### config.mk
export PLATFORM = sky130hd
export DESIGN_NAME = prss_top
export DESIGN_NICKNAME = d
export VERILOG_FILES = /design/src/prss_pkg.sv /design/src/prss_top.sv /design/src/prss_uart_tx.sv
export VERILOG_INCLUDE_DIRS = /design/src /design/src/src
export SDC_FILE = /design/constraint.sdc
export NUM_CORES = 1
export LEC_CHECK = 0
export ABC_AREA = 0
export BUFFER_PORTS_ARGS = -buffer_cell sky130_fd_sc_hd__buf_4
export CORE_MARGIN = 10
export CORE_UTILIZATION = 30
export DETAILED_ROUTE_END_ITERATION = 7
export PLACE_DENSITY = 0.45
export SLEW_MARGIN = 0
export SYNTH_ARGS = -nofsm -noshare
export SYNTH_HDL_FRONTEND = slang
export SYNTH_HIERARCHICAL = 1
export SYNTH_SLANG_ARGS = --single-unit
### constraint.sdc
create_clock -name CLK -period 3.9 [get_ports CLK]
set_clock_uncertainty 0.05 [all_clocks]
set_input_delay 0.195 -clock CLK [delete_from_list [all_inputs] [get_ports CLK]]
set_output_delay 0.195 -clock CLK [all_outputs]
set_load 0.02 [all_outputs]
### src/prss_regs.svh
// constants for the power rail supervisor: field positions, resets, timing
// assumes a 100 MHz clock; included by the modules, not by the package
`ifndef PRSS_REGS_SVH
`define PRSS_REGS_SVH

`define PRSS_CLK_HZ 100000000
`define PRSS_BAUD 9600
`define PRSS_BIT_CYC (`PRSS_CLK_HZ / `PRSS_BAUD)
`define PRSS_DATA_BITS 8
`define PRSS_BUCK_START_US 100
`define PRSS_BUCK_START_CYC (`PRSS_BUCK_START_US * (`PRSS_CLK_HZ / 1000000))
`define PRSS_QCNT_W 4

`define PRSS_ST0_OC_WARN 0
`define PRSS_ST0_UV_WARN 1
`define PRSS_ST0_UV_FAULT 2
// message id value is arbitrary
`define PRSS_ST0_MSG_ID 8'hA0
`define PRSS_ST0_RESET 8'h00

`endif

### src/prss_pkg.sv
// types shared by the power rail supervisor modules
// constants live in prss_regs.svh
package prss_pkg;
    typedef enum logic [1:0] {
        SEQ_OFF,
        SEQ_BUCK_START,
        SEQ_RUN,
        SEQ_FAULT
    } prss_seq_t;

    typedef enum logic [1:0] {
        TX_IDLE,
        TX_START,
        TX_DATA,
        TX_STOP
    } prss_tx_t;
endpackage

### src/prss_top.sv
// rail enables, buck sequencing, status flags and status-link sender
// comparator results, CHIP_ENABLE and the link pin arrive asynchronous and are synchronised
`timescale 1ns/100ps
`include "prss_regs.svh"
module prss_top #(
    parameter int BUCK_START_CYC = `PRSS_BUCK_START_CYC
) (
    input wire logic CLK,
    input wire logic RST,
    input wire logic CLK_EN,
    input wire logic CHIP_ENABLE,
    input wire logic SLEEP_REQ,
    input wire logic VARIANT_AMP,
    input wire logic CMP_BUCK_OC,
    input wire logic CMP_BUCK_BELOW90,
    input wire logic CMP_BUCK_ABOVE94,
    input wire logic CMP_BUCK_BELOW80,
    input wire logic CMP_SUPPLY_OV_STOP,
    input wire logic CMP_BUCK_IN_UV,
    input wire logic CMP_FB_EXT_HELD,
    input wire logic CMP_SUPPLY_12V_BAND,
    input wire logic CMP_SUPPLY_LOW_CP,
    input wire logic STATUS_LINK_PIN_I,
    output logic STATUS_LINK_PIN_O,
    output logic STATUS_LINK_PIN_OE_N,
    output logic LDO5_EN,
    output logic LDO12_EN,
    output logic BUCK_EN,
    output logic CHARGE_PUMP_EN,
    output logic CURRENT_LIMIT_FAULT_OUT_N,
    output logic [7:0] STATUS_REGISTER_ZERO,
    output logic MSG_PENDING
);
    localparam int NSYNC = 11;
    logic [NSYNC-1:0] async_in;
    logic [NSYNC-1:0] s1_q;
    logic [NSYNC-1:0] s2_q;

    assign async_in = {STATUS_LINK_PIN_I, CMP_SUPPLY_LOW_CP,
        CMP_SUPPLY_12V_BAND, CMP_FB_EXT_HELD, CMP_BUCK_IN_UV,
        CMP_SUPPLY_OV_STOP, CMP_BUCK_BELOW80, CMP_BUCK_ABOVE94,
        CMP_BUCK_BELOW90, CMP_BUCK_OC, CHIP_ENABLE};

    // two-stage synchronisers, first stage feeds only the second
    genvar g;
    generate
        for (g = 0; g < NSYNC; g++) begin : g_sync
            always_ff @(posedge CLK or posedge RST) begin
                if (RST) begin
                    s1_q[g] <= 1'b0;
                    s2_q[g] <= 1'b0;
                end else if (CLK_EN) begin
                    s1_q[g] <= async_in[g];
                    s2_q[g] <= s1_q[g];
                end
            end
        end
    endgenerate

    logic ce_s, oc_s, b90_s, a94_s, b80_s, ov_s, inuv_s, fbx_s;
    logic band_s, cplow_s, link_s;
    assign ce_s = s2_q[0];
    assign oc_s = s2_q[1];
    assign b90_s = s2_q[2];
    assign a94_s = s2_q[3];
    assign b80_s = s2_q[4];
    assign ov_s = s2_q[5];
    assign inuv_s = s2_q[6];
    assign fbx_s = s2_q[7];
    assign band_s = s2_q[8];
    assign cplow_s = s2_q[9];
    assign link_s = s2_q[10];

    // sleep and variant are from same-clock logic, no synchroniser
    logic sleep_st, standby_st, buck_stop;
    assign sleep_st = ~ce_s & SLEEP_REQ;
    assign standby_st = ~ce_s & ~SLEEP_REQ;
    assign buck_stop = ov_s | inuv_s | fbx_s;

    prss_pkg::prss_seq_t seq_q;
    logic [23:0] start_cnt_q;
    logic uvf_q;

    // buck comes up and settles before the 5V regulator is allowed on
    always_ff @(posedge CLK or posedge RST) begin
        if (RST) begin
            seq_q <= prss_pkg::SEQ_OFF;
            start_cnt_q <= 24'h00_0000;
        end else if (CLK_EN) begin
            case (seq_q)
                prss_pkg::SEQ_OFF: begin
                    if (!sleep_st && !buck_stop) begin
                        start_cnt_q <= 24'(BUCK_START_CYC);
                        seq_q <= prss_pkg::SEQ_BUCK_START;
                    end
                end
                prss_pkg::SEQ_BUCK_START: begin
                    if (sleep_st || buck_stop) begin
                        seq_q <= prss_pkg::SEQ_OFF;
                    end else if (b80_s && start_cnt_q == 24'h00_0000) begin
                        seq_q <= prss_pkg::SEQ_FAULT;
                    end else if (start_cnt_q == 24'h00_0000) begin
                        seq_q <= prss_pkg::SEQ_RUN;
                    end else begin
                        start_cnt_q <= start_cnt_q - 24'h00_0001;
                    end
                end
                prss_pkg::SEQ_RUN: begin
                    if (b80_s) begin
                        seq_q <= prss_pkg::SEQ_FAULT;
                    end else if (sleep_st || buck_stop) begin
                        seq_q <= prss_pkg::SEQ_OFF;
                    end
                end
                prss_pkg::SEQ_FAULT: begin
                    // latched shutdown; leave only through sleep
                    if (sleep_st) begin
                        seq_q <= prss_pkg::SEQ_OFF;
                    end
                end
                default: seq_q <= prss_pkg::SEQ_OFF;
            endcase
        end
    end

    logic buck_on_d, ldo5_d, ldo12_d, cp_d;
    assign buck_on_d = (seq_q == prss_pkg::SEQ_BUCK_START) ||
        (seq_q == prss_pkg::SEQ_RUN);
    assign ldo5_d = (seq_q == prss_pkg::SEQ_RUN) && !sleep_st &&
        !(standby_st && VARIANT_AMP);
    assign ldo12_d = ce_s && (seq_q != prss_pkg::SEQ_FAULT);
    assign cp_d = ldo12_d && cplow_s && !band_s;

    always_ff @(posedge CLK or posedge RST) begin
        if (RST) begin
            BUCK_EN <= 1'b0;
            LDO5_EN <= 1'b0;
            LDO12_EN <= 1'b0;
            CHARGE_PUMP_EN <= 1'b0;
        end else if (CLK_EN) begin
            BUCK_EN <= buck_on_d;
            LDO5_EN <= ldo5_d;
            LDO12_EN <= ldo12_d;
            CHARGE_PUMP_EN <= cp_d;
        end
    end

    // status flags; comparators are level, uv warning holds hysteresis
    logic ocw_q, uvw_q;
    always_ff @(posedge CLK or posedge RST) begin
        if (RST) begin
            ocw_q <= 1'b0;
            uvw_q <= 1'b0;
            uvf_q <= 1'b0;
        end else if (CLK_EN) begin
            ocw_q <= oc_s;
            if (b90_s) begin
                uvw_q <= 1'b1;
            end else if (a94_s) begin
                uvw_q <= 1'b0;
            end
            // fault sticks until sleep restarts the rails
            // latched shutdown also covers a start that never reached 80%
            if ((b80_s && seq_q == prss_pkg::SEQ_RUN) || inuv_s ||
                seq_q == prss_pkg::SEQ_FAULT) begin
                uvf_q <= 1'b1;
            end else if (sleep_st) begin
                uvf_q <= 1'b0;
            end
        end
    end

    logic [7:0] st0_d;
    always_comb begin
        st0_d = `PRSS_ST0_RESET;
        st0_d[`PRSS_ST0_OC_WARN] = ocw_q;
        st0_d[`PRSS_ST0_UV_WARN] = uvw_q;
        st0_d[`PRSS_ST0_UV_FAULT] = uvf_q;
    end

    logic [7:0] st0_prev_q;
    logic [`PRSS_QCNT_W-1:0] qcnt_q;
    logic tx_busy, tx_low, tx_start_q, chg;
    assign chg = (st0_d != st0_prev_q);

    always_ff @(posedge CLK or posedge RST) begin
        if (RST) begin
            st0_prev_q <= `PRSS_ST0_RESET;
            STATUS_REGISTER_ZERO <= `PRSS_ST0_RESET;
        end else if (CLK_EN) begin
            st0_prev_q <= st0_d;
            STATUS_REGISTER_ZERO <= st0_d;
        end
    end

    // counts pending messages; each flag change adds one, saturating
    // at the top is the only loss, sized well above realistic bursts
    logic take;
    assign take = tx_start_q && !tx_busy && link_s;
    always_ff @(posedge CLK or posedge RST) begin
        if (RST) begin
            qcnt_q <= '0;
        end else if (CLK_EN) begin
            if (chg && !take && qcnt_q != '1) begin
                qcnt_q <= qcnt_q + 1'b1;
            end else if (!chg && take) begin
                qcnt_q <= qcnt_q - 1'b1;
            end
        end
    end

    always_ff @(posedge CLK or posedge RST) begin
        if (RST) begin
            tx_start_q <= 1'b0;
            MSG_PENDING <= 1'b0;
        end else if (CLK_EN) begin
            tx_start_q <= (qcnt_q != '0) && !take;
            MSG_PENDING <= (qcnt_q != '0);
        end
    end

    // message byte is the current register snapshot with its id
    prss_uart_tx u_tx (
        .clk(CLK),
        .rst(RST),
        .ce(CLK_EN),
        .start(tx_start_q),
        .byte_in(`PRSS_ST0_MSG_ID | st0_d),
        .line_idle(link_s),
        .busy(tx_busy),
        .line_low(tx_low)
    );

    // open drain: pin output always low, enable (active low) selects drive
    always_ff @(posedge CLK or posedge RST) begin
        if (RST) begin
            STATUS_LINK_PIN_O <= 1'b0;
            STATUS_LINK_PIN_OE_N <= 1'b1;
            CURRENT_LIMIT_FAULT_OUT_N <= 1'b1;
        end else if (CLK_EN) begin
            STATUS_LINK_PIN_O <= 1'b0;
            STATUS_LINK_PIN_OE_N <= ~tx_low;
            CURRENT_LIMIT_FAULT_OUT_N <= ~uvf_q;
        end
    end
endmodule

### src/prss_uart_tx.sv
// serial transmitter for the open-drain status link
// caller holds byte stable while start is high and busy low
`timescale 1ns/100ps
`include "prss_regs.svh"
module prss_uart_tx (
    input wire logic clk,
    input wire logic rst,
    input wire logic ce,
    input wire logic start,
    input wire logic [7:0] byte_in,
    input wire logic line_idle,
    output logic busy,
    output logic line_low
);
    localparam int BIT_CYC = `PRSS_BIT_CYC;
    prss_pkg::prss_tx_t st_q;
    logic [13:0] cnt_q;
    logic [2:0] bit_q;
    logic [7:0] sh_q;

    assign busy = (st_q != prss_pkg::TX_IDLE);

    // one byte frame: start low, lsb first, stop high, no parity
    always_ff @(posedge clk or posedge rst) begin
        if (rst) begin
            st_q <= prss_pkg::TX_IDLE;
            cnt_q <= 14'h0000;
            bit_q <= 3'h0;
            sh_q <= 8'h00;
            line_low <= 1'b0;
        end else if (ce) begin
            case (st_q)
                prss_pkg::TX_IDLE: begin
                    line_low <= 1'b0;
                    // half duplex: never start over a host frame
                    if (start && line_idle) begin
                        sh_q <= byte_in;
                        cnt_q <= 14'(BIT_CYC - 1);
                        line_low <= 1'b1;
                        st_q <= prss_pkg::TX_START;
                    end
                end
                prss_pkg::TX_START: begin
                    if (cnt_q == 14'h0000) begin
                        cnt_q <= 14'(BIT_CYC - 1);
                        bit_q <= 3'h0;
                        line_low <= ~sh_q[0];
                        st_q <= prss_pkg::TX_DATA;
                    end else begin
                        cnt_q <= cnt_q - 14'h0001;
                    end
                end
                prss_pkg::TX_DATA: begin
                    if (cnt_q == 14'h0000) begin
                        cnt_q <= 14'(BIT_CYC - 1);
                        if (bit_q == 3'h7) begin
                            line_low <= 1'b0;
                            st_q <= prss_pkg::TX_STOP;
                        end else begin
                            bit_q <= bit_q + 3'h1;
                            line_low <= ~sh_q[bit_q + 3'h1];
                        end
                    end else begin
                        cnt_q <= cnt_q - 14'h0001;
                    end
                end
                prss_pkg::TX_STOP: begin
                    if (cnt_q == 14'h0000) begin
                        st_q <= prss_pkg::TX_IDLE;
                    end else begin
                        cnt_q <= cnt_q - 14'h0001;
                    end
                end
                default: st_q <= prss_pkg::TX_IDLE;
            endcase
        end
    end
endmodule

Word-level counts from Yosys, hierarchy flattened
Index checks and enable logic that the tools add are counted.
W data, S select, Z words.

storage, ports and cells
  register bits = 90
  input bits = 16
  word-level logic and storage cells = 172
  output and inout bits = 16

operators by class
  reduce and logical (&&, ||, !) cells = 50
  add/subtract/negate cells = 5
  muxes and demuxes = 40
  eq/ne operators = 24
  bitwise operators = 10
  magnitude comparators = 1

operators with widths
  operator                 count
  $mux W24                 4
  $pmux W24 S2             1
  $mux W14                 3
  $pmux W14 S3             1
  $logic_not A24 Y1        1
  $mux W2                  12
  $sub A24 B1 Y24 const B  1
  $logic_and A1 B1 Y1      16
  $ne A2 B2 Y1 const B     8
  $pmux W2 S4              2
  $logic_not A14 Y1        1
  $sub A14 B1 Y14 const B  1
  $reduce_and A6 Y1        2
  $reduce_bool A2 Y1       6
  $ne A2 B1 Y1 const B     5
  $reduce_and A5 Y1        2
  $mux W1                  9
  $mux W3                  3
  $eq A2 B2 Y1 const B     4
  $mux W4                  2
  $ne A4 B4 Y1 const B     2
  $logic_not A1 Y1         7
  $not A1 Y1               6
  $pmux W3 S2              1
  20 further kinds         30

Depth between registers and ports, before layout
  depth in word-level cells = 9
  mapped depth = 12

Cells and area by module
The synthesis kept the hierarchy.

by module, submodules not included
  module        seq. area each (µm²)  cells each  area each (µm²)  times used
  prss_top      1654.1                317         3430.8           1
  prss_uart_tx  700.7                 167         1665.3           1

Worst setup path before layout
OpenSTA, ideal clock, no wires.

  path kind = reg2reg
  start = register u_tx.st_q[0]
  end = register qcnt_q[3]
  required time = 3726 ps
  library setup time = 124 ps
  path slack = 1604 ps
  stages on the path, launching flop included = 12
  data arrival time = 2122 ps
  path buffers = 1
  path through = dfrtp_1 -> inv_1 -> ha_1 -> clkbuf_1 -> inv_1 -> nand3b_1 -> nand3_1 -> ha_1 -> a21o_1 -> a211oi_1 -> o21ai_0 -> xnor2_1

on the way
  longest elaborated chain between the ends = 9
  elaborated cells on any way between the ends = 11
  those cells by class = mux (1); reduce/logical (10)

RTL lines
  item                                   RTL line            source
  start: declaration                     prss_uart_tx.sv:16  prss_pkg::prss_tx_t st_q;
  start signal: assignment               prss_uart_tx.sv:26  st_q <= prss_pkg::TX_IDLE;
  start signal: assignment               prss_uart_tx.sv:40  st_q <= prss_pkg::TX_START;
  start signal: assignment               prss_uart_tx.sv:48  st_q <= prss_pkg::TX_DATA;
  $reduce_bool A2 Y1 (*)                 prss_uart_tx.sv:21  assign busy = (st_q != prss_pkg::TX_IDLE);
  named net tx_busy                      prss_top.sv:183     logic tx_busy, tx_low, tx_start_q, chg;
  $logic_not A1 Y1 (*)                   prss_top.sv:199     assign take = tx_start_q && !tx_busy && link_s;
  $logic_and A1 B1 Y1 (*) (2 in series)  prss_top.sv:199
  $logic_not A1 Y1                       prss_top.sv:204     if (chg && !take && qcnt_q != '1) begin
  $logic_and A1 B1 Y1 (2 in series)      prss_top.sv:204
  $reduce_bool A2 Y1 (no line)           n/a
  $reduce_and A2 Y1 (no line)            n/a
  end signal: assignment                 prss_top.sv:205     qcnt_q <= qcnt_q + 1'b1;
  end signal: assignment                 prss_top.sv:207     qcnt_q <= qcnt_q - 1'b1;
  end: declaration                       prss_top.sv:182     logic [`PRSS_QCNT_W-1:0] qcnt_q;

The timed path passes the listed nets; every way through them passes the cells marked *.
A chain may end at the register's enable or synchronous reset.

Worst setup path after layout
Ends and elaborated chain as after synthesis.

==> results.json <==
{
  "syn_to_final_growth_pct": 13.82,
  "synth.area.top_cells": "dfrtp_1 45%, mux2_2 8.4%, ha_1 3.9%, a21oi_1 2.7%, o21ai_0 2.4%",
  "final_core_utilization": 0.3485,
  "routedWlPerCell_um": 15.17,
  "multi_input_area_mm2": 0.002575,
  "syn_area_mm2": 0.005096,
  "gp_congestion": 0.7803,
  "endpoint_kind": "flop",
  "p_sw_mw": 1.525,
  "finalSetupViolCount": 0,
  "grt-ovfl-total": 0,
  "clkLatencyLatePin_ps": 350,
  "tns_ps": 0,
  "drc": 0,
  "initial_core_util": 0.3062,
  "clkPwrFrac": 0.224,
  "cts_root_buf": "clkbuf_16",
  "synth-main-ff-cell": "dfrtp_1",
  "synth_seq_area_share": 0.4621,
  "die-area_mm2": 0.02260,
  "drt-initial-drc-count": 169,
  "layout-drive-gt1-share": 0.2272,
  "path_max_fanout": 8,
  "cts_tree": "done",
  "fp.dieH_um": 150.3,
  "tightest_slew_ps": 870.4,
  "dp.cells": 718,
  "grt_pass1_vias": 3825,
  "vias_per_cell": 5.080,
  "drt_wl_total_um": 11150,
  "ant_nets": 0,
  "clk_path_buf_depth": 2,
  "max_slew_margin": 0.4189,
  "final_cell_mix": "92 x dfrtp_1, 38 x mux2_2, 30 x nor2_1, 28 x buf_4, 27 x a21oi_1",
  "rsz0062_at_grt": "no",
  "ys_ff_latch": 94,
  "portBuffers": 25,
  "p_sw_frac": 0.3828,
  "syn_inst": 484,
  "n_fill_cell": 1704,
  "first_pass_iters": 4,
  "maxCapViolCount": 0,
  "finalNonFillerCells": 735,
  "synth_edf_count": 0,
  "antenna_found_initial": 0,
  "power.share.sequential": 0.395,
  "hold_viol": 0,
  "yosysWarnings": 6,
  "fin_nets": 543,
  "post_cts_resized": 0,
  "fin_crit_sh": 0.6537,
  "num_io_pins": 32,
  "synth_top_area_frac": 0.4518,
  "leakagePower_nw": 2.443,
  "crit_type": "flop to flop",
  "cts.clk_slew.worst_paths_ps": 70,
  "worst_ir_drop_vdd_mv": 0.2587,
  "cts_sinks": 94,
  "period_minus_slack_ps": 2549,
  "vias": 3734,
  "final_common_cell": "dfrtp_1",
  "synth.avg_cell_area_um2": 10.53,
  "regArea_mm2": 0.002355,
  "hpwlAfterDp_um": 7930,
  "htree_levels": 3,
  "grt_start_max_net_pins": 48,
  "synthArstFlopShare": 1.000,
  "coreArea_mm2": 0.01664,
  "comb_power_share": 0.380,
  "arrival_ps": 2730,
  "grtUsageTotal": 0.1053,
  "power.internal_mw": 2.459,
  "cp.required_ps": 4080,
  "max_freq_mhz": 392.3,
  "ys_types": 75,
  "holdCritPathClass": "primary input to flop",
  "critPathLaunchType": "flop",
  "cts_made_buffers": 9,
  "grt_pass1_wl_um": 19490,
  "yosysTopAreaCell": "dfrtp_1",
  "antenna_cells": 0,
  "dieWidth_um": 150.3,
  "row_count": 47,
  "outcome": "complete, no violations",
  "powerDensity_mw_per_mm2": 686.8,
  "drv_slew": 0
}
## metal layers
metal  share of wire  wire length (um)  GRT usage  up-vias
li1                -                 -          -     1835
met1            0.48              5384     0.1367     1834
met2            0.47              5206     0.1664       53
met3           0.036               406    0.02731       12
met4           0.014               154    0.03596        0
met5               0                 0          0        -
## area by class of cell
cell class | count | share of cell area
flip-flops and latches | 94 | 0.4060
repair buffers | 29 | 0.03796
clock inverters | 5 | 0.009922
clock buffers | 11 | 0.04185
well taps | 220 | 0.04745
inverters | 20 | 0.01294
multi-input cells | 356 | 0.4439
## through the flow
step	total power, mW	setup slack (ps)	hold WS, ps	instance area, um^2
after floorplan	2.722	1604	210.4	5130
after global placement	3.069	1421	261.8	5490
after detailed placement	3.118	1338	265.6	5490
after CTS	4.045	1317	10.67	5801
after global routing	4.327	1094	16.37	5801
final	3.984	1351	28.35	5801
## registers in the layout, summed over array words and instances, names as in the netlist, 2 cells and up
name	count
qcnt_q	4
s1_q	11
seq_q	2
st0_prev_q	3
start_cnt_q	24
u_tx/bit_q	3
u_tx/cnt_q	14
u_tx/sh_q	8
u_tx/st_q	2
## worst max-delay path: stages (launching register included)
cell,delay [ps]
dfrtp_1,420
inv_1,110
ha_1,340
inv_1,100
nand3b_1,240
nand3_1,200
ha_1,270
a21o_1,180
a211oi_1,220
o21ai_0,140
xnor2_1,170
## synth_stat cells (all sizes together), types with 2 or more instances
cell	count
nand2	25
clkbuf	10
nand2b	4
inv	20
or3	5
conb	2
or4	17
ha	16
o22a	5
a21boi	5
nor3	15
xor2	4
or2	6
mux2i	4
o211ai	6
a31oi	7
a22o	2
or3b	2
buf	13
a31o	4
a211oi	5
nand3b	3
nor4b	3
dfrtp	92
dfstp	2
o41ai	2
nor2	31
nand3	13
o31ai	7
nor4	9
nor3b	2
or4b	3
xnor2	4
mux2	39
nand4	8
and3	5
nor2b	7
o21ai	32
and4	3
a21oi	28
## path summary, 6_finish.rpt
kind	cells after the start	slack [ps]	start	end
worst min register to register	1	360	u_tx/line_low	STATUS_LINK_PIN_OE_N
min in group asynchronous	4	450	RST	u_tx/cnt_q[1]
worst max register to register	10	1350	u_tx/st_q[0]	qcnt_q[3]
worst max-delay path	10	1350	u_tx/st_q[0]	qcnt_q[3]
max in group asynchronous	4	2310	RST	CURRENT_LIMIT_FAULT_OUT_N
worst min-delay path	2	30	CMP_BUCK_IN_UV	s1_q[6]
## power groups by stage
stage	Clock [mW]	Combinational, mW	Sequential (mW)
global route	0.973	1.72	1.63
detailed placement	0	1.53	1.59
global placement	0	1.49	1.58
CTS	0.935	1.53	1.58
finish	0.893	1.52	1.58
floorplan	0	1.18	1.54
## logic make-up after synthesis
kind of cell | count (synthesis) | synth area share
AND/OR/NAND/NOR | 163 | 0.1964
AO/OA/AOI/OAI | 113 | 0.1441
flip-flops | 94 | 0.4621
multiplexers | 44 | 0.09845
buffers and inverters | 43 | 0.04051
adder cells (fa/ha/maj) | 17 | 0.04321
XOR/XNOR | 8 | 0.01375
other | 2 | 0.001474
## repair_timing
item | in CTS | in global routing
endpoints found under the hold margin | 28 | 0
setup endpoints to repair | 0 | 0
hold buffers | 1 | 0
buffers inserted | 0 | 0
Note: power is estimated with default switching activity, not from simulation.
